<file path="config.mk">
export PLATFORM = sky130hd
export DESIGN_NAME = shift_and_store_register
export DESIGN_NICKNAME = d
export VERILOG_FILES = /design/src/rtl/shift_store_pkg.sv /design/src/rtl/event_stream_if.sv /design/src/rtl/event_fifo.sv /design/src/rtl/shift_and_store_register.sv
export SDC_FILE = /design/constraint.sdc
export NUM_CORES = 1
export LEC_CHECK = 0
export BUFFER_PORTS_ARGS = -buffer_cell sky130_fd_sc_hd__buf_2
export CORE_MARGIN = 2
export CORE_UTILIZATION = 60
export DETAILED_ROUTE_END_ITERATION = 8
export PLACE_DENSITY = 0.79
export SLEW_MARGIN = 25
export SYNTH_ARGS = -nofsm -noshare
export SYNTH_HDL_FRONTEND = slang
export SYNTH_HIERARCHICAL = 1
export SYNTH_SLANG_ARGS = --single-unit
</file>
<file path="constraint.sdc">
create_clock -name clock -period 3.4 [get_ports clock]
set_input_delay 0.68 -clock clock [delete_from_list [all_inputs] [get_ports clock]]
set_output_delay 0.68 -clock clock [all_outputs]
set_load 0.03 [all_outputs]
</file>
<file path="src/rtl/shift_store_pkg.sv">
// constants shared by the shift-and-store register and its event buffer
// assumes one 100 MHz clock and pins arriving from outside the clock domain
// Summary of operation
// - eight stages; each rising shift clock moves stages on, serial input enters first
// - a latch per stage follows its stage while strobe high, holds while low
// - output enable high drives the latch contents onto the parallel outputs
// - output enable low floats all parallel outputs regardless of strobe and clock
// - rising edge moves seventh stage into eighth and onto the rising cascade output
// - falling cascade output takes the rising cascade bit at the next falling edge
// - a falling edge changes only the falling cascade output
package shift_store_pkg;
    localparam int STAGE_COUNT   = 8;
    localparam int SYNC_DEPTH    = 3;
    localparam int FIFO_DEPTH    = 16;
    // event word layout
    localparam int EVENT_WIDTH   = 4;
    localparam int BIT_RISE      = 3;
    localparam int BIT_FALL      = 2;
    localparam int BIT_DATA      = 1;
    localparam int BIT_STROBE    = 0;
    // reset values
    localparam logic [7:0] STAGE_RESET = 8'h00;
    localparam logic [7:0] LATCH_RESET = 8'h00;
    localparam logic       BIT_RESET   = 1'h0;
    localparam logic       OE_N_RESET  = 1'h1;
    localparam logic [2:0] SYNC_RESET  = 3'h0;
endpackage : shift_store_pkg
</file>
<file path="src/rtl/event_stream_if.sv">
// valid/ready carrier for edge events between the sampler and the shift engine
// assumes both ends sit on the same clock
`timescale 1ns/1ns
interface event_stream_if #(
    parameter int WIDTH = shift_store_pkg::EVENT_WIDTH
) ();
    logic             valid;
    logic             ready;
    logic [WIDTH-1:0] data;
    modport source (output valid, output data, input ready);
    modport sink   (input valid, input data, output ready);
endinterface : event_stream_if

</file>
<file path="src/rtl/event_fifo.sv">
// flip-flop fifo with valid/ready on both sides
// assumes one clock and an asynchronous active-low reset
`timescale 1ns/1ns
module event_fifo #(
    parameter int WIDTH = shift_store_pkg::EVENT_WIDTH,
    parameter int DEPTH = shift_store_pkg::FIFO_DEPTH
) (
    // clock and reset
    input  wire logic    clock,
    input  wire logic    reset_n,
    // filling and draining sides
    event_stream_if.sink   fillSide,
    event_stream_if.source drainSide
);
    localparam int PW = $clog2(DEPTH);

    logic [WIDTH-1:0] mem_q [DEPTH];
    logic [PW-1:0]    writePtr_q;
    logic [PW-1:0]    readPtr_q;
    logic [PW:0]      count_q;
    logic             push;
    logic             pop;

    assign fillSide.ready  = (count_q != (PW+1)'(DEPTH));
    assign drainSide.valid = (count_q != '0);
    assign drainSide.data  = mem_q[readPtr_q];
    assign push            = fillSide.valid && fillSide.ready;
    assign pop             = drainSide.valid && drainSide.ready;

    always_ff @(posedge clock) begin
        if (push) begin
            mem_q[writePtr_q] <= fillSide.data;
        end
    end

    always_ff @(posedge clock or negedge reset_n) begin
        if (!reset_n) begin
            writePtr_q <= '0;
            readPtr_q  <= '0;
        end else begin
            if (push) begin
                writePtr_q <= (writePtr_q == PW'(DEPTH - 1)) ? '0 : writePtr_q + 1'b1;
            end
            if (pop) begin
                readPtr_q <= (readPtr_q == PW'(DEPTH - 1)) ? '0 : readPtr_q + 1'b1;
            end
        end
    end

    always_ff @(posedge clock or negedge reset_n) begin
        if (!reset_n) begin
            count_q <= '0;
        end else if (push && !pop) begin
            count_q <= count_q + 1'b1;
        end else if (pop && !push) begin
            count_q <= count_q - 1'b1;
        end
    end
endmodule : event_fifo

</file>
<file path="src/rtl/shift_and_store_register.sv">
// eight-stage serial shift register with strobed latches and floating outputs
// assumes all control pins are asynchronous to clock and are oversampled here;
// the shift clock must stay well below clock / 8 so that each level is seen
`timescale 1ns/1ns
module shift_and_store_register #(
    parameter int STAGES     = shift_store_pkg::STAGE_COUNT,
    parameter int FIFO_DEPTH = shift_store_pkg::FIFO_DEPTH
) (
    // clock and reset
    input  wire logic              clock,
    input  wire logic              reset_n,
    // pins from the controller
    input  wire logic              serialIn,
    input  wire logic              shift_clock,
    input  wire logic              latch_strobe,
    input  wire logic              outputEnable,
    // engine stall and buffer status
    input  wire logic              engineHold,
    output logic                   eventReady_q,
    output logic                   eventLost_q,
    // parallel outputs, enable low while driving
    output logic [STAGES-1:0]      parallel_outputs,
    output logic [STAGES-1:0]      parallelEnable_n,
    // cascade outputs
    output logic                   cascade_out_rise,
    output logic                   cascade_out_fall
);
    localparam int W = shift_store_pkg::EVENT_WIDTH;

    // three-flop synchronisers; first flop is read only by the second
    logic [shift_store_pkg::SYNC_DEPTH-1:0] dataSync_q;
    logic [shift_store_pkg::SYNC_DEPTH-1:0] clkSync_q;
    logic [shift_store_pkg::SYNC_DEPTH-1:0] strobeSync_q;
    logic [shift_store_pkg::SYNC_DEPTH-1:0] oeSync_q;
    logic clkLevel_q;
    logic dataLevel_q;
    logic strobeLevel_q;
    logic oeLevel_q;

    function automatic logic settled(input logic [shift_store_pkg::SYNC_DEPTH-1:0] s);
        settled = (s[1] == s[2]);
    endfunction : settled

    always_ff @(posedge clock or negedge reset_n) begin
        if (!reset_n) begin
            dataSync_q   <= shift_store_pkg::SYNC_RESET;
            clkSync_q    <= shift_store_pkg::SYNC_RESET;
            strobeSync_q <= shift_store_pkg::SYNC_RESET;
            oeSync_q     <= shift_store_pkg::SYNC_RESET;
        end else begin
            dataSync_q   <= {dataSync_q[1:0], serialIn};
            clkSync_q    <= {clkSync_q[1:0], shift_clock};
            strobeSync_q <= {strobeSync_q[1:0], latch_strobe};
            oeSync_q     <= {oeSync_q[1:0], outputEnable};
        end
    end

    always_ff @(posedge clock or negedge reset_n) begin
        if (!reset_n) begin
            clkLevel_q    <= shift_store_pkg::BIT_RESET;
            dataLevel_q   <= shift_store_pkg::BIT_RESET;
            strobeLevel_q <= shift_store_pkg::BIT_RESET;
            oeLevel_q     <= shift_store_pkg::BIT_RESET;
        end else begin
            if (settled(clkSync_q))    clkLevel_q    <= clkSync_q[2];
            if (settled(dataSync_q))   dataLevel_q   <= dataSync_q[2];
            if (settled(strobeSync_q)) strobeLevel_q <= strobeSync_q[2];
            if (settled(oeSync_q))     oeLevel_q     <= oeSync_q[2];
        end
    end

    // edge and strobe-change events enter the buffer in pin order, so the
    // engine sees shifts and strobe changes in the sequence they happened
    event_stream_if #(.WIDTH(W)) fillSide ();
    event_stream_if #(.WIDTH(W)) drainSide ();

    logic clkNext;
    logic strobeNext;
    logic riseSeen;
    logic fallSeen;
    logic strobeChange;
    logic strobeTrack_q;

    assign clkNext      = settled(clkSync_q) ? clkSync_q[2] : clkLevel_q;
    assign strobeNext   = settled(strobeSync_q) ? strobeSync_q[2] : strobeLevel_q;
    assign riseSeen     = clkNext && !clkLevel_q;
    assign fallSeen     = !clkNext && clkLevel_q;
    assign strobeChange = (strobeNext != strobeTrack_q);

    always_ff @(posedge clock or negedge reset_n) begin
        if (!reset_n) begin
            strobeTrack_q <= shift_store_pkg::BIT_RESET;
        end else begin
            strobeTrack_q <= strobeNext;
        end
    end

    always_comb begin
        fillSide.valid                          = riseSeen || fallSeen || strobeChange;
        fillSide.data                           = '0;
        fillSide.data[shift_store_pkg::BIT_RISE]   = riseSeen;
        fillSide.data[shift_store_pkg::BIT_FALL]   = fallSeen;
        // data is sampled at the settled edge; setup is far longer than sync delay
        fillSide.data[shift_store_pkg::BIT_DATA]   = dataLevel_q;
        fillSide.data[shift_store_pkg::BIT_STROBE] = strobeNext;
    end

    event_fifo #(
        .WIDTH (W),
        .DEPTH (FIFO_DEPTH)
    ) eventBuffer (
        .clock     (clock),
        .reset_n   (reset_n),
        .fillSide  (fillSide),
        .drainSide (drainSide)
    );

    // buffer status; an event arriving while full is lost and flagged sticky
    always_ff @(posedge clock or negedge reset_n) begin
        if (!reset_n) begin
            eventReady_q <= shift_store_pkg::BIT_RESET;
            eventLost_q  <= shift_store_pkg::BIT_RESET;
        end else begin
            eventReady_q <= fillSide.ready;
            if (fillSide.valid && !fillSide.ready) begin
                eventLost_q <= 1'b1;
            end
        end
    end

    // shift engine
    logic              take;
    logic [STAGES-1:0] stage_q;
    logic [STAGES-1:0] latch_q;
    logic              strobeHeld_q;
    logic [W-1:0]      ev;

    assign drainSide.ready = !engineHold;
    assign take            = drainSide.valid && !engineHold;
    assign ev              = drainSide.data;

    always_ff @(posedge clock or negedge reset_n) begin
        if (!reset_n) begin
            stage_q <= shift_store_pkg::STAGE_RESET;
        end else if (take && ev[shift_store_pkg::BIT_RISE]) begin
            stage_q <= {stage_q[STAGES-2:0], ev[shift_store_pkg::BIT_DATA]};
        end
    end

    always_ff @(posedge clock or negedge reset_n) begin
        if (!reset_n) begin
            cascade_out_rise <= shift_store_pkg::BIT_RESET;
        end else if (take && ev[shift_store_pkg::BIT_RISE]) begin
            cascade_out_rise <= stage_q[STAGES-2];
        end
    end

    always_ff @(posedge clock or negedge reset_n) begin
        if (!reset_n) begin
            cascade_out_fall <= shift_store_pkg::BIT_RESET;
        end else if (take && ev[shift_store_pkg::BIT_FALL]) begin
            cascade_out_fall <= cascade_out_rise;
        end
    end

    always_ff @(posedge clock or negedge reset_n) begin
        if (!reset_n) begin
            strobeHeld_q <= shift_store_pkg::BIT_RESET;
        end else if (take) begin
            strobeHeld_q <= ev[shift_store_pkg::BIT_STROBE];
        end
    end

    // transparent while strobe high, so latches track the stages a cycle behind
    always_ff @(posedge clock or negedge reset_n) begin
        if (!reset_n) begin
            latch_q <= shift_store_pkg::LATCH_RESET;
        end else if (strobeHeld_q) begin
            latch_q <= stage_q;
        end
    end

    // output drivers; enable follows the pin directly, never the buffer
    always_ff @(posedge clock or negedge reset_n) begin
        if (!reset_n) begin
            parallel_outputs <= shift_store_pkg::LATCH_RESET;
            parallelEnable_n <= {STAGES{shift_store_pkg::OE_N_RESET}};
        end else begin
            parallel_outputs <= latch_q;
            parallelEnable_n <= {STAGES{!oeLevel_q}};
        end
    end
endmodule : shift_and_store_register

</file>
Word level (Yosys, flattened, before mapping)
Memories as Yosys holds them, arrays and structs flattened.
Index checks and enable logic that the tools add are counted.
{"block": "classes", "add_sub_neg": 4, "eq_ne": 8, "n_mux": 8, "reduce_logical": 20}
{"operator": "$mux W5", "n": 2}
{"operator": "$logic_and A1 B1 Y1", "n": 9}
{"operator": "$add A4 B1 Y4 const B", "n": 2}
{"operator": "$eq A4 B4 Y1 const B", "n": 2}
{"operator": "$mux W4", "n": 2}
{"operator": "$logic_not A1 Y1", "n": 7}
{"operator": "$add A5 B1 Y5 const B", "n": 1}
{"operator": "$ne A5 B5 Y1 const B", "n": 1}
{"operator": "$reduce_bool A5 Y1", "n": 1}
{"operator": "$sub A5 B1 Y5 const B", "n": 1}
{"operator": "$eq A1 B1 Y1", "n": 4}
{"operator": "$mux W1", "n": 4}
{"operator": "$logic_or A1 B1 Y1", "n": 2}
{"operator": "$reduce_bool A2 Y1", "n": 1}
{"operator": "$ne A1 B1 Y1", "n": 1}
{"block": "totals", "regBits": 59, "mem_bits_rw": 64, "in_bits": 7, "out_inout_bits": 20, "memories": 1}
{"name": "eventBuffer.mem_q", "depth": 16, "word_bits": 4, "rd": 1, "rd_clocked_by_memory_dff": 0, "write_ports": 1, "line_no": "event_fifo.sv:17", "source": "logic [WIDTH-1:0] mem_q [DEPTH];"}

Logic depth before layout (Yosys ltp)
Gate-level depths: netlist of run 1.
{"block": "logic_depth", "depth_word": 11, "mapped_depth": 13, "ltp_nobuf": 12}

Hierarchy
The synthesis of run 1 kept the hierarchy.
{"module": "event_fifo", "n_inst": 1, "cells_each": 214, "area_per_inst_um2": 3378.2, "seq_area_each_um2": 2247.2}
{"module": "shift_and_store_register", "n_inst": 1, "cells_each": 91, "area_per_inst_um2": 1555.2, "seq_area_each_um2": 1127.3}

Worst setup path after synthesis of run 1
No wires, ideal clock.
{"block": "synth_timing", "path_type": "reg2reg", "start": "register clkLevel_q", "end": "register eventBuffer.count_q[4]", "arrival_ns": 2.703, "path_slack_ns": 0.617, "path_stages_with_launch": 14, "path_buffers": 1, "synth_period_minus_slack_ns": 2.783, "path_cell_list": "dfrtp_1 -> a21o_1 -> o21a_1 -> ha_1 -> o221ai_1 -> a21boi_1 -> buf_4 -> ha_1 -> inv_1 -> fa_1 -> a21o_1 -> a21oi_1 -> mux2i_1 -> xnor2_1"}
{"block": "synth_between", "elab_chain_cells": 9, "elab_cells_between_ends": 13}
{"item": "start, declared", "line_no": "shift_and_store_register.sv:35", "source": "logic clkLevel_q;"}
{"item": "start signal, assigned", "line_no": "shift_and_store_register.sv:60", "source": "clkLevel_q <= shift_store_pkg::BIT_RESET;"}
{"item": "start signal, assigned", "line_no": "shift_and_store_register.sv:65", "source": "if (settled(clkSync_q)) clkLevel_q <= clkSync_q[2];"}
{"item": "$mux W1 *", "line_no": "shift_and_store_register.sv:84", "source": "assign clkNext = settled(clkSync_q) ? clkSync_q[2] : clkLevel_q;"}
{"item": "via clkNext", "line_no": "shift_and_store_register.sv:77", "source": "logic clkNext;"}
{"item": "$logic_not A1 Y1", "line_no": "shift_and_store_register.sv:87", "source": "assign fallSeen = !clkNext && clkLevel_q;"}
{"item": "$logic_and A1 B1 Y1", "line_no": "shift_and_store_register.sv:87"}
{"item": "$logic_or A1 B1 Y1 * (2 in a row)", "line_no": "shift_and_store_register.sv:99", "source": "fillSide.valid = riseSeen || fallSeen || strobeChange;"}
{"item": "via fillSide.valid", "line_no": "event_stream_if.sv:7", "source": "logic valid;"}
{"item": "$logic_and A1 B1 Y1 *", "line_no": "event_fifo.sv:27", "source": "assign push = fillSide.valid && fillSide.ready;"}
{"item": "via eventBuffer.push", "line_no": "event_fifo.sv:21", "source": "logic push;"}
{"item": "$logic_not A1 Y1", "line_no": "event_fifo.sv:55", "source": "end else if (pop && !push) begin"}
{"item": "$logic_and A1 B1 Y1", "line_no": "event_fifo.sv:55"}
{"item": "$reduce_bool A2 Y1 (no source line)"}
{"item": "end signal, assigned", "line_no": "event_fifo.sv:54", "source": "count_q <= count_q + 1'b1;"}
{"item": "end signal, assigned", "line_no": "event_fifo.sv:56", "source": "count_q <= count_q - 1'b1;"}
{"item": "end, declared", "line_no": "event_fifo.sv:20", "source": "logic [PW:0] count_q;"}
The timed path passes the listed nets; every way through them passes the cells marked *.
A chain may end at the register's enable or synchronous reset.

Final worst setup path of run 1
{"block": "layout_timing", "start": "register clkLevel_q", "end": "register eventBuffer.count_q[4]"}
{"block": "layout_between", "elab_chain_cells": 9, "elab_cells_between_ends": 13}
{"item": "$mux W1 *", "line_no": "shift_and_store_register.sv:84"}
{"item": "via clkNext", "line_no": "shift_and_store_register.sv:77"}
{"item": "$logic_not A1 Y1", "line_no": "shift_and_store_register.sv:87"}
{"item": "$logic_and A1 B1 Y1", "line_no": "shift_and_store_register.sv:87"}
{"item": "$logic_or A1 B1 Y1 * (2 in a row)", "line_no": "shift_and_store_register.sv:99"}
{"item": "via fillSide.valid", "line_no": "event_stream_if.sv:7"}
{"item": "$logic_and A1 B1 Y1 *", "line_no": "event_fifo.sv:27"}
{"item": "$logic_not A1 Y1", "line_no": "event_fifo.sv:55"}
{"item": "$logic_and A1 B1 Y1", "line_no": "event_fifo.sv:55"}
{"item": "$reduce_bool A2 Y1 (no source line)"}
Marks and branches as above.

==> results of run 1 <==
==> flip-flops by register name, indices dropped and copies added, names as in the netlist, 4 cells and up <==
name                    count
eventBuffer/count_q         5
eventBuffer/readPtr_q       4
latch_q                     8
eventBuffer/writePtr_q      4
eventBuffer/mem_q          64
parallel_outputs            8
stage_q                     7
==> final timing paths <==
kind,to,cells past startpoint
setup / recovery,eventBuffer/count_q[4],12
hold / removal,cascade_out_fall,1
setup reg to reg,eventBuffer/count_q[4],12
hold reg to reg,clkSync_q[1],0
max in group asynchronous,parallelEnable_n[0],2
min in group clock,oeSync_q[0],1
==> synth_stat cells (5+ instances only) <==
cell type / n / area share
sky130_fd_sc_hd__nor3_1: 5 / 0.0051
sky130_fd_sc_hd__nand2_1: 15 / 0.011
sky130_fd_sc_hd__inv_1: 7 / 0.0053
sky130_fd_sc_hd__nor2_1: 14 / 0.011
sky130_fd_sc_hd__a221oi_1: 8 / 0.014
sky130_fd_sc_hd__o21ai_0: 10 / 0.010
sky130_fd_sc_hd__buf_4: 8 / 0.012
sky130_fd_sc_hd__mux2_2: 19 / 0.043
sky130_fd_sc_hd__ha_1: 11 / 0.028
sky130_fd_sc_hd__clkbuf_1: 5 / 0.0038
sky130_fd_sc_hd__mux4_1: 8 / 0.043
sky130_fd_sc_hd__mux2i_1: 17 / 0.034
sky130_fd_sc_hd__edfxtp_1: 64 / 0.39
sky130_fd_sc_hd__dfrtp_1: 57 / 0.29
==> per-layer routing <==
| metal | part of all wire | vias up | global-route usage |
|---|---|---|---|
| li1 | - | 1206 | - |
| met1 | 0.44 | 1324 | 0.278 |
| met2 | 0.50 | 79 | 0.324 |
| met3 | 0.054 | 10 | 0.0670 |
| met4 | 0.011 | 0 | 0.0725 |
| met5 | 0 | - | 0 |
==> placed cells by master (no fill, tap or decap), types with 5 or more instances in the layout <==
master and count:
sky130_fd_sc_hd__a221oi_1 8, sky130_fd_sc_hd__buf_2 26, sky130_fd_sc_hd__clkbuf_16 18, sky130_fd_sc_hd__dfrtp_1 57, sky130_fd_sc_hd__edfxtp_1 64, sky130_fd_sc_hd__ha_1 11
sky130_fd_sc_hd__inv_1 7, sky130_fd_sc_hd__inv_4 5, sky130_fd_sc_hd__mux2_2 19, sky130_fd_sc_hd__mux2i_1 17, sky130_fd_sc_hd__mux4_1 8, sky130_fd_sc_hd__nand2_1 15
sky130_fd_sc_hd__nor2_1 14, sky130_fd_sc_hd__nor3_1 5, sky130_fd_sc_hd__o21ai_0 10
==> per-stage QoR <==
step | cell area, um2 | cells | setup slack, ns | hold WS [ns]
floorplan | 4930 | 305 | 0.617 | 0.331
CTS | 5680 | 451 | 0.409 | 0.255
global route | 5680 | 451 | 0.243 | 0.249
finish | 5680 | 451 | 0.405 | 0.245
detailed placement | 5100 | 419 | 0.534 | 0.336
global placement | 5100 | 419 | 0.670 | 0.342
==> report_power, final <==
part           internal [mW]  switching (mW)
clock network           1.07           0.672
logic                  0.706           0.841
registers               1.94           0.310
total                   3.72            1.82
==> final cells by class <==
| type | instances | share of cell area |
|---|---|---|
| tap | 105 | 0.0231 |
| clock buffer | 19 | 0.0817 |
| inverter | 7 | 0.00462 |
| clock inverter | 13 | 0.0218 |
| timing repair buffer | 29 | 0.0291 |
| sequential | 122 | 0.594 |
| multi-input combinational | 156 | 0.246 |
==> cells by family (layout without fill, tap and decap cells) <==
kind of cell,count (synthesis),count (layout),share of synthesized area
compound gates,40,40,0.0599
xor+xnor,6,6,0.0107
fa+ha+maj,15,15,0.0380
buf+inv,27,68,0.0325
flops,122,122,0.684
mux,45,45,0.124
simple gates,50,50,0.0515
==> impl_summary.md, run 1 <==
GRT
The wire length of the first global-routing pass is 13400 um. Entering global routing, the biggest net connects 37 pins. The overall global routing resource usage is 0.208. The number of antenna violations at the first check in global routing is 0.

The number of global-route vias before repair is around 2.5k. The aggregate global routing overflow is 0.

Detailed routing
The violation count after the first detailed-route iteration is around 150. The count of nets left with antenna violations once routing finished came out at 0. The wire length per cell is ~19 um. The post-detailed-route DRC marker count is 0.

The post-detailed-routing wire length is around 8400 um. For this block, the via count after detailed routing is roughly 2.6k. Using the TritonRoute via totals, the vias-per-cell ratio works out to 5.81. The number of iterations in the first detailed-routing pass is 5.

Setup path
Walking the worst path, the cells encountered are a21o_1 > o21a_1 > ha_1 > o221ai_1 > a21boi_1 > ha_1 > inv_1 > fa_1 > a21o_1 > a21oi_1 > mux2i_1 > xnor2_1. Data on the critical path arrives at its endpoint at between 3 and 4 ns. The critical path required time is 3.82 ns.

The type of destination of the critical path is a flop. The worst-path maximum fanout is 5. The slowest library cell on the worst path is sky130_fd_sc_hd__dfrtp_1. The delay of the slowest critical-path stage is between 0.4 and 0.5 ns. The startpoint kind of the worst setup timing path is a flop.

The start of the worst register-to-register path is clkLevel_q. The launching element of the worst setup path is clkLevel_q. The number of buffers and inverters on the critical path is 1. Among cell families on the critical path, the largest total delay comes from compound AO/OA/AOI/OAI gates. The worst setup path is of the reg2reg kind.

Setup slack on the worst reg-to-reg path comes out at about 0.4 ns.

Timing
Dividing the final minimum period by the clock period gives 0.881. The pin slew with the least headroom to its limit is around 0.77 ns. The count of final setup violators is 0. The worst path needs 3.00 ns of the cycle, external delays included.

On the final layout, the worst clock skew is ~0.005 ns. Setup repair after global routing left no endpoint under its margin. Setup total negative slack on the finished layout was measured at 0 ns. The final-report max-slew violation count came to 0. The hold violation count in the final report is 0. Timing would allow up to ~330 MHz. The worst slew margin relative to its limit is 0.485.

Floorplan
The floorplan step defined a core boundary enclosing a little over 0.008 mm2. The total die area is 0.00896 mm2. In this run the core area contains 33 standard-cell rows. The die is 94.7 um tall. The width of the die is between 90 and 100 um.

The initial utilization of the core area, before any placement, comes to 0.610. The number of top-level pins is 27.

Logic synthesis
Synthesis produced a netlist whose cell count is roughly 310. The number of enable-type register cells in the synthesized netlist is between 60 and 70. Of the synthesized area, sequential elements account for 0.684.

The register bit total from synthesis is ~120. The number of unique standard cell types used by synthesis is 48. Summing every instance area after synthesis gives slightly below 0.005 mm2. For this run, the number of Yosys warnings is 6.

Averaged over all synthesized cells, the footprint is 16.2 um2. The share of synthesized flip-flops with an asynchronous set or reset is 0.475. The net count of the mapped netlist is between 300 and 400.

The most used flip-flop cell after synthesis is sky130_fd_sc_hd__edfxtp_1.

Clock network
The largest buffer count on any clock path is 2. Gates resized during post-CTS repair numbered 0. In this run the clock root is driven by a sky130_fd_sc_hd__clkbuf_8. The total number of clock tree sinks is approximately 120.

The H-tree was split into 4 levels. For this design, the CTS-stage hold fixing added 0 buffers. Clock tree synthesis inserted a total of 17 buffers.

The clock latency of the later-clocked register in the worst-skew pair is 0.51 ns. After clock tree synthesis, the clock-pin slew on the worst setup and hold paths is 0.06 ns. TritonCTS built the clock tree. After clock tree synthesis, the setup repair step added 0 buffers.

Final layout
After the last flow step, the layout net total stands at between 300 and 400. The total of fill cells in the finished design is 510. From synthesis to final layout, the design area changed by 15.2%. 0 antenna diodes ended up in the layout. The layout cell share with drive strength beyond 1 is 0.251. For this run, the share of the core covered by cells in the final layout is 0.702.

The multi-input logic area is around 0.0014 mm2. Registers take 0.00337 mm2.

Placement
In this run the tool buffered the top-level ports with 26 buffer cells. The final RePlAce weighted congestion is roughly 0.85. The detailed placement HPWL is approximately 5200 um.

Power and ir drop
IR analysis of the VDD net gives a maximum drop of 0.601 mV. The power per standard cell area is between 900 and 1000 mW/mm2. The static leakage is between 2 and 2.5 nW. Summing internal, switching and leakage power gives between 5 and 6 mW.

Flow run
The max-cap violation count is 0.

Run status
The flow ran to the end, and the final reports show no timing, DRC or antenna violations.

Min path
In this run the worst hold path is classified as in2async.
Power figures use the tool's default switching activity.
==> inputs of run 2 (changes only) <==
--- a/config.mk
+++ b/config.mk
@@ -5,11 +5,12 @@
 export SDC_FILE = /design/constraint.sdc
 export NUM_CORES = 1
 export LEC_CHECK = 0
-export BUFFER_PORTS_ARGS = -buffer_cell sky130_fd_sc_hd__buf_2
+export BUFFER_PORTS_ARGS = -buffer_cell sky130_fd_sc_hd__buf_4
 export CORE_MARGIN = 2
 export CORE_UTILIZATION = 60
 export DETAILED_ROUTE_END_ITERATION = 8
 export PLACE_DENSITY = 0.79
+export REMOVE_ABC_BUFFERS = 1
 export SLEW_MARGIN = 25
 export SYNTH_ARGS = -nofsm -noshare
 export SYNTH_HDL_FRONTEND = slang
==> impl_summary.md, run 2 (synthesis gave the netlist of run 1 again) <==
Run status
The flow ran to the end, and the final reports show no timing, DRC or antenna violations.

Floorplan
The total die area was 0.00896 mm2 (unchanged). The number of placement rows is 33 (unchanged). The overall die height is 94.7 um (unchanged).

The initial cell density of the core is 0.610 (unchanged). The number of top-level pins is 27 (unchanged). The area of the core is 0.00809 mm2 (unchanged).

The width of the die is 94.7 um (unchanged).

Final layout
The library cell used most frequently in the layout, excluding fill and tap cells, is sky130_fd_sc_hd__edfxtp_1. Compared with the post-synthesis result, the final layout area differs by 16.4%. The non-filler instance count after layout is 450 (-0.22%). The antenna cell count is 0 (unchanged).

The final-stage net count is 351 (-0.28%). The largest registers in the layout are eventBuffer/mem_q: 64 flops, latch_q: 8 flops, parallel_outputs: 8 flops. The number of flip-flops in the largest register was 64 (unchanged). The final design instance area without fill is 0.00574 mm2 (+1.1%). The register with the most flip-flops is eventBuffer/mem_q. Leaving out fill and tap cells, the most frequent cells in the layout are sky130_fd_sc_hd__edfxtp_1 (64), sky130_fd_sc_hd__dfrtp_1 (57), sky130_fd_sc_hd__buf_4 (28). The layout cell share with drive strength beyond 1 is 0.246 (-0.00507).

Power and ir drop
The power dissipated by switching net loads is 1.79 mW (-2.0%). The maximum vdd ir drop came to 0.521 mV (-13%). The portion of total power attributed to combinational logic is 0.281 (+0.002).

The power per standard cell area is 974 mW/mm2 (-0.10%). The fraction of power spent switching nets came to 0.319 (-0.00950). The internal power contribution is 3.81 mW (+2.4%). The sequential fraction of design power is 0.403 (-0.003). The clock network fraction of design power is 0.316 (about the same). The static leakage is 2.29 nW (+0.87%).

Setup path
The number of cells traversed by the worst register-to-register path is 12 (unchanged). The slowest library cell on the worst path is sky130_fd_sc_hd__dfrtp_1. The worst setup path is captured at a flop.

The kind of critical path is reg2reg. In this run the critical register-to-register path is launched from clkLevel_q. The arrival time of the worst setup path came to 3.42 ns (about the same). The delay of the slowest critical-path stage came to 0.44 ns (+0.02 ns).

The worst-path maximum fanout is 5 (unchanged). Traced cell by cell, the critical path runs through a21o_1 > o21a_1 > ha_1 > o221ai_1 > a21boi_1 > ha_1 > inv_1 > fa_1 > a21o_1 > a21oi_1 > mux2i_1 > xnor2_1. The minimum setup slack among reg-to-reg paths is 0.42 ns (about the same). The startpoint kind of the worst setup timing path is a flop. In this run the critical register-to-register path is captured at eventBuffer/count_q[4]. The critical path required time was 3.84 ns (+0.02 ns).

Clock network
The largest buffer count on any clock path is 2 (unchanged). The post-cts hold buffer count is 0 (unchanged). The clock slew seen by the registers of the worst setup and hold paths is 0.06 ns (about the same). The total number of clock tree sinks was 122 (unchanged).

The total number of H-tree levels was 4 (unchanged). The number of buffers added by the clock tree synthesis step came to 17 (unchanged). The count of cells resized by post-cts repair is 0 (unchanged).

The buffers inserted during post-CTS setup optimization is 0 (unchanged). The cell sitting at the root of the clock tree is a sky130_fd_sc_hd__clkbuf_8. TritonCTS built the clock tree. The clock latency of the later-clocked register in the worst-skew pair is 0.52 ns (about the same).

Timing
The post-route minimum period was 2.98 ns (-0.0140 ns). The count of final setup violators is 0 (unchanged). The worst setup skew after layout came to 0.0112 ns (+0.00618 ns). The final clock period utilization by the worst path is 0.877 (-0.00412).

Setup repair after global routing left no endpoint under its margin. The worst slew margin relative to its limit came to 0.532 (+0.0469). The final-report max-slew violation count is 0 (unchanged). The total negative setup slack is 0 ns (unchanged). The hold violation count in the final report is 0 (unchanged). The maximum clock rate is 335 MHz (+0.47%). The pin slew with the least headroom to its limit is 0.702 ns (-0.0704 ns).

Detailed routing
The number of vias per cell came to 5.88 (+1.2%). The number of nets with antenna violations after routing is 0 (unchanged). The number of vias after detailed routing is 2644 (+0.95%). The wire length per cell was 19.0 um (+2.5%). The number of iterations in the first detailed-routing pass is 5 (unchanged). The post-detailed-route DRC marker count came to 0 (unchanged). The violation count after the first detailed-route iteration is 176 (+15%). The post-detailed-routing wire length came to 8560 um (+2.3%).

Placement
The placed cell count is 418 (-0.24%). The number of buffer cells added on primary ports is 26 (unchanged). The detailed placement HPWL came to 5280 um (+1.3%). The final RePlAce weighted congestion is 0.770 (-8.9%). The placed standard-cell area was 0.00514 mm2 (+0.88%).

GRT
The aggregate global routing overflow is 0 (unchanged). The maximum number of pins on one net before global-route repair came to 59 (+59%). The overall global routing resource usage came to 0.209 (+0.00129). The met1 capacity usage during global routing is 0.260 (-0.0182).

The met3 usage in global routing is 0.0591 (-0.00798). The most used routing layer in global routing is met2. The number of global-route vias before repair came to 2565 (+0.94%). The wire length of the first global-routing pass is 13300 um (-0.57%). The met2 usage in global routing is 0.330 (+0.00650).

The number of antenna violations at the first check in global routing is 0 (unchanged).

Min path
The worst hold path class is in2async.

Flow run
The max-cap violation count is 0 (unchanged).
==> run 2: cell count changes in the layout (fill, tap and decap cells not counted), sizes merged <==
cell    delta
inv        -4
clkbuf     +3
buf        -1
clkinv     +1
==> run 2: through the flow <==
step	worst slack, ns	hold WS (ns)	power, mW	util
after floorplan	0.399	0.331	3.35	-
after CTS	0.411	0.233	5.63	0.710
after detailed placement	0.553	0.338	3.83	0.635
after global routing	0.247	0.254	5.87	0.710
after global placement	0.659	0.335	3.75	0.635
final	0.419	0.205	5.59	0.710
==> run 2: power by group through the flow <==
stage | sequential [mW] | combinational [mW] | clock, mW
5_1_grt | 2.30 | 1.71 | 1.86
6_report | 2.25 | 1.57 | 1.77
4_1_cts | 2.26 | 1.58 | 1.80
3_3_place_gp | 2.25 | 1.50 | 0
3_5_place_dp | 2.28 | 1.56 | 0
2_1_floorplan | 2.38 | 0.969 | 0
==> run 2: layer usage <==
metal  part of all wire  vias to the layer above  routed length, um
met1               0.41                     1302               3480
met3              0.054                       29                458
li1                   -                     1199                  -
met2               0.51                      114               4340
met5                  0                        -                  0
met4              0.033                        0                279
==> run 2: cell type report <==
cell class	count	area [um2]
multi-input combinational	156	1400
sequential	122	3370
fill	502	2350
timing repair buffer	28	210
tap	105	131
inverter	7	26.3
clock inverter	10	96.3
clock buffer	22	507
==> run 2: worst max-delay path, delay by kind of cell, from the launching register on <==
kind            cells  cell delay (ns)
mux                 1             0.23
compound gates      6             1.05
xor+xnor            1             0.13
buf+inv             1             0.11
flops               1             0.44
fa+ha+maj           3             0.94
==> run 2: how the worst max path moves through the flow <==
stage	from	endpoint	slack, ns
3_3_place_gp	clkLevel_q	eventBuffer/count_q[4]	0.66
3_5_place_dp	clkLevel_q	eventBuffer/count_q[4]	0.55
6_report	clkLevel_q	eventBuffer/count_q[4]	0.42
2_1_floorplan	clkLevel_q	eventBuffer/count_q[4]	0.40
5_1_grt	clkLevel_q	eventBuffer/count_q[4]	0.25
4_1_cts	clkLevel_q	eventBuffer/count_q[4]	0.41
==> inputs of run 3 (changes only) <==
--- a/config.mk
+++ b/config.mk
@@ -8,11 +8,11 @@
 export BUFFER_PORTS_ARGS = -buffer_cell sky130_fd_sc_hd__buf_4
 export CORE_MARGIN = 2
 export CORE_UTILIZATION = 60
+export CTS_CLUSTER_SIZE = 24
 export DETAILED_ROUTE_END_ITERATION = 8
 export PLACE_DENSITY = 0.79
 export REMOVE_ABC_BUFFERS = 1
 export SLEW_MARGIN = 25
 export SYNTH_ARGS = -nofsm -noshare
 export SYNTH_HDL_FRONTEND = slang
-export SYNTH_HIERARCHICAL = 1
 export SYNTH_SLANG_ARGS = --single-unit
==> impl_summary.md, run 3 <==
Setup path
The launching element of the worst setup path is clkLevel_q. The total stage count of the critical path was 15 (+3). The critical path required time came to 3.80 ns (-0.04 ns).

The arrival time of the worst setup path is 3.43 ns (about the same). The critical path ends at eventBuffer.count_q[4]. The type of destination of the critical path is a flop. Walking the worst path, the cells encountered are inv_1 > nand2_1 > o21a_1 > ha_1 > o21ai_0 > nand2_1 > inv_1 > ha_1 > inv_1 > fa_1 > a21o_1 > a21oi_1 > xnor2_1 > nor2_1 > xnor2_1.

Counting stages on the worst path, the most repeated cell is sky130_fd_sc_hd__inv_1. The number of buffer and inverter stages on the critical path is 3 (+2). The setup path with the least slack is of type reg2reg.

The slowest library cell on the worst path is sky130_fd_sc_hd__fa_1. The number of cells traversed by the worst register-to-register path is 15 (+3). The start of the worst register-to-register path is clkLevel_q. The delay of the slowest critical-path stage is 0.42 ns (-0.02 ns). The worst-path maximum fanout came to 9 (+4). The minimum setup slack among reg-to-reg paths is 0.37 ns (-0.05 ns).

The endpoint of the worst register-to-register path is eventBuffer.count_q[4]. The startpoint kind of the worst setup timing path is a flop. The gate family responsible for the most delay along the worst path is adder cells.

Logic synthesis
The total standard cell area after synthesis is 0.00493 mm2 (about the same). In the post-synthesis netlist, the cell with the most instances is sky130_fd_sc_hd__edfxtp_1. The number of unique standard cell types used by synthesis was 47 (-2.1%).

The mean instance size in the synthesized netlist came to 15.8 um2 (-2.3%). The post-synthesis cell type with the largest combined area is sky130_fd_sc_hd__edfxtp_1. The fraction of the yosys area taken by sequential cells is 0.685 (about the same).

By count the netlist is led by sky130_fd_sc_hd__edfxtp_1 (64), sky130_fd_sc_hd__dfrtp_1 (57), sky130_fd_sc_hd__nand2_1 (23). The share of synthesized flip-flops with an asynchronous set or reset is 0.475 (unchanged). After synthesis, the cell types taking the most area are sky130_fd_sc_hd__edfxtp_1 (39%), sky130_fd_sc_hd__dfrtp_1 (29%), sky130_fd_sc_hd__mux2_2 (3.9%). The count of mapped cells out of synthesis is 312 (+2.3%). The count of warnings emitted by yosys is 0 (-6). The number of enable-type register cells in the synthesized netlist is 64 (unchanged). The register bit total from synthesis came to 122 (unchanged). The most used flip-flop cell after synthesis is sky130_fd_sc_hd__edfxtp_1. The top cell type's share of synthesized area is 0.390 (about the same).

Detailed routing
The violation count after the first detailed-route iteration came to 234 (+33%). The number of nets with antenna violations after routing came to 0 (unchanged). The total met3 wirelength after detailed routing is 413 um (-9.8%).

The post-detailed-route DRC marker count is 0 (unchanged). The uppermost signal routing layer after detailed routing is met4. The post-detailed-routing wire length is 8220 um (-3.9%). The met2 wire length is 4110 um (-5.3%). The number of vias per cell was 5.56 (-5.4%).

The total routed wire length on the met1 layer is 3520 um (+1.2%). The wire length per cell came to 17.9 um (-6.0%). The number of iterations in the first detailed-routing pass came to 4 (-1). The number of vias after detailed routing came to 2557 (-3.3%).

Placement
The placed standard-cell area is 0.00514 mm2 (about the same). The number of buffer cells added on primary ports is 26 (unchanged). The final RePlAce weighted congestion was 0.769 (-0.19%). The detailed placement HPWL is 5290 um (+0.22%).

Clock network
The clock slew seen by the registers of the worst setup and hold paths is 0.06 ns (about the same). The clock latency of the later-clocked register in the worst-skew pair is 0.51 ns (about the same). The number of buffers added by the clock tree synthesis step is 17 (unchanged). The count of cells resized by post-cts repair is 0 (unchanged). The buffers inserted during post-CTS setup optimization came to 0 (unchanged). The total number of H-tree levels is 4 (unchanged). The largest buffer count on any clock path is 2 (unchanged). The post-cts hold buffer count is 0 (unchanged). The root buffer cell is sky130_fd_sc_hd__clkbuf_8. TritonCTS built the clock tree. The total number of clock tree sinks is 122 (unchanged).

Floorplan
The overall die height is 94.6 um (about the same). The initial cell density of the core came to 0.609 (about the same). The number of top-level pins is 27 (unchanged). The width of the die is 94.6 um (about the same). The area of the core came to 0.00809 mm2 (unchanged).

The number of placement rows is 33 (unchanged). The total die area is 0.00896 mm2 (about the same).

Final layout
The most common cell after layout, fill and taps aside is sky130_fd_sc_hd__edfxtp_1. The total of fill cells in the finished design is 517 (+3.0%). The layout cell share with drive strength beyond 1 is 0.262 (+0.0156).

The multi-input logic area is 0.00139 mm2 (-0.63%). In the layout the commonest cells are sky130_fd_sc_hd__edfxtp_1 (64), sky130_fd_sc_hd__dfrtp_1 (56), sky130_fd_sc_hd__buf_4 (28). The area added between synthesis and finish is 16.8%.

The register with the most flip-flops is eventBuffer.mem_q. The final design instance area without fill is 0.00576 mm2 (+0.20%). The antenna cell count came to 0 (unchanged). The final-stage net count is 361 (+2.8%). The register cell area after layout was 0.00338 mm2 (about the same).

The number of flip-flops in the largest register is 64 (unchanged).

Power and ir drop
The static leakage is 2.31 nW (+1.0%). The power per standard cell area is 977 mW/mm2 (+0.32%). The maximum vdd ir drop is 0.639 mV (+23%).

Min path
The tightest min-delay check is of the in2async type.

Timing
The post-route minimum period is 3.03 ns (+0.0536 ns). The worst setup skew after layout came to 0.00786 ns (-0.00331 ns). The final clock period utilization by the worst path is 0.893 (+0.0158).

Setup repair after global routing left no endpoint under its margin. The hold violation count in the final report is 0 (unchanged). The total negative setup slack is 0 ns (unchanged). The maximum clock rate is 329 MHz (-1.8%). The pin slew with the least headroom to its limit came to 1.04 ns (+0.341 ns). The count of final setup violators is 0 (unchanged). The final-report max-slew violation count is 0 (unchanged).

The worst slew margin relative to its limit is 0.304 (-0.228).

GRT
The number of antenna violations at the first check in global routing is 0 (unchanged). The overall global routing resource usage is 0.206 (-0.00246). The maximum number of pins on one net before global-route repair is 59 (unchanged). The number of global-route vias before repair is 2595 (+1.2%). The aggregate global routing overflow is 0 (unchanged).

The wire length of the first global-routing pass is 13300 um (-0.21%).

Flow run
The max-cap violation count came to 0 (unchanged).

Run status
The run finished with clean final reports.
run 3: changes by cell type after synthesis, moves of 3 or more:
cell / delta
sky130_fd_sc_hd__nand2b_1: -4
sky130_fd_sc_hd__and2_1: +14
sky130_fd_sc_hd__nand2_1: +8
sky130_fd_sc_hd__a221oi_1: -8
sky130_fd_sc_hd__inv_1: +4
sky130_fd_sc_hd__mux4_2: +5
sky130_fd_sc_hd__mux4_1: -5
sky130_fd_sc_hd__nor2_1: -8
sky130_fd_sc_hd__nor3_1: -3
run 3: power by group:
part           internal, mW  switching, mW
combinational         0.754          0.791
sequential             1.95          0.370
clock                  1.12          0.639
run 3: layout make-up:
cell class                 count  share of cell area
sequential                   122               0.587
multi-input combinational    162               0.242
clock buffer                  23              0.0941
timing repair buffer          28              0.0365
tap                          105              0.0228
clock inverter                 9              0.0113
inverter                      11             0.00717
run 3: routing by layer:
metal | track usage | vias up
met3 | 0.0575 | 17
met1 | 0.268 | 1256
met4 | 0.109 | 0
met2 | 0.319 | 85
met5 | 0 | -
li1 | - | 1199
run 3: worst min-delay path by stage:
stage / from / endpoint / slack, ns / depth (start not counted)
floorplan: clkSync_q[0] / clkSync_q[1] / 0.33 / 0
global placement: oeSync_q[0] / oeSync_q[1] / 0.33 / 0
detailed placement: oeSync_q[0] / oeSync_q[1] / 0.34 / 0
CTS: reset_n / latch_q[7] / 0.24 / 1
global route: serialIn / dataSync_q[0] / 0.25 / 1
finish: reset_n / latch_q[7] / 0.22 / 1
run 3: per-stage QoR:
| step | util | setup slack, ns | power, mW | instances | hold WS [ns] |
|---|---|---|---|---|---|
| after detailed placement | 0.636 | 0.434 | 3.89 | 428 | 0.336 |
| after CTS | 0.711 | 0.385 | 5.67 | 460 | 0.240 |
| after global placement | 0.636 | 0.553 | 3.82 | 428 | 0.335 |
| after floorplan | - | 0.725 | 3.38 | 295 | 0.331 |
| after global routing | 0.711 | 0.142 | 5.92 | 460 | 0.247 |
| final | 0.711 | 0.365 | 5.62 | 460 | 0.224 |
run 3: cell families after synthesis:
logic type | share of synthesized area
adders and majority gates | 0.0360
xor gates and xnor gates | 0.0124
DFF | 0.685
buffers and inverters | 0.0340
and+or+nand+nor | 0.0678
AOI/OAI and AO/OA | 0.0480
muxes | 0.117
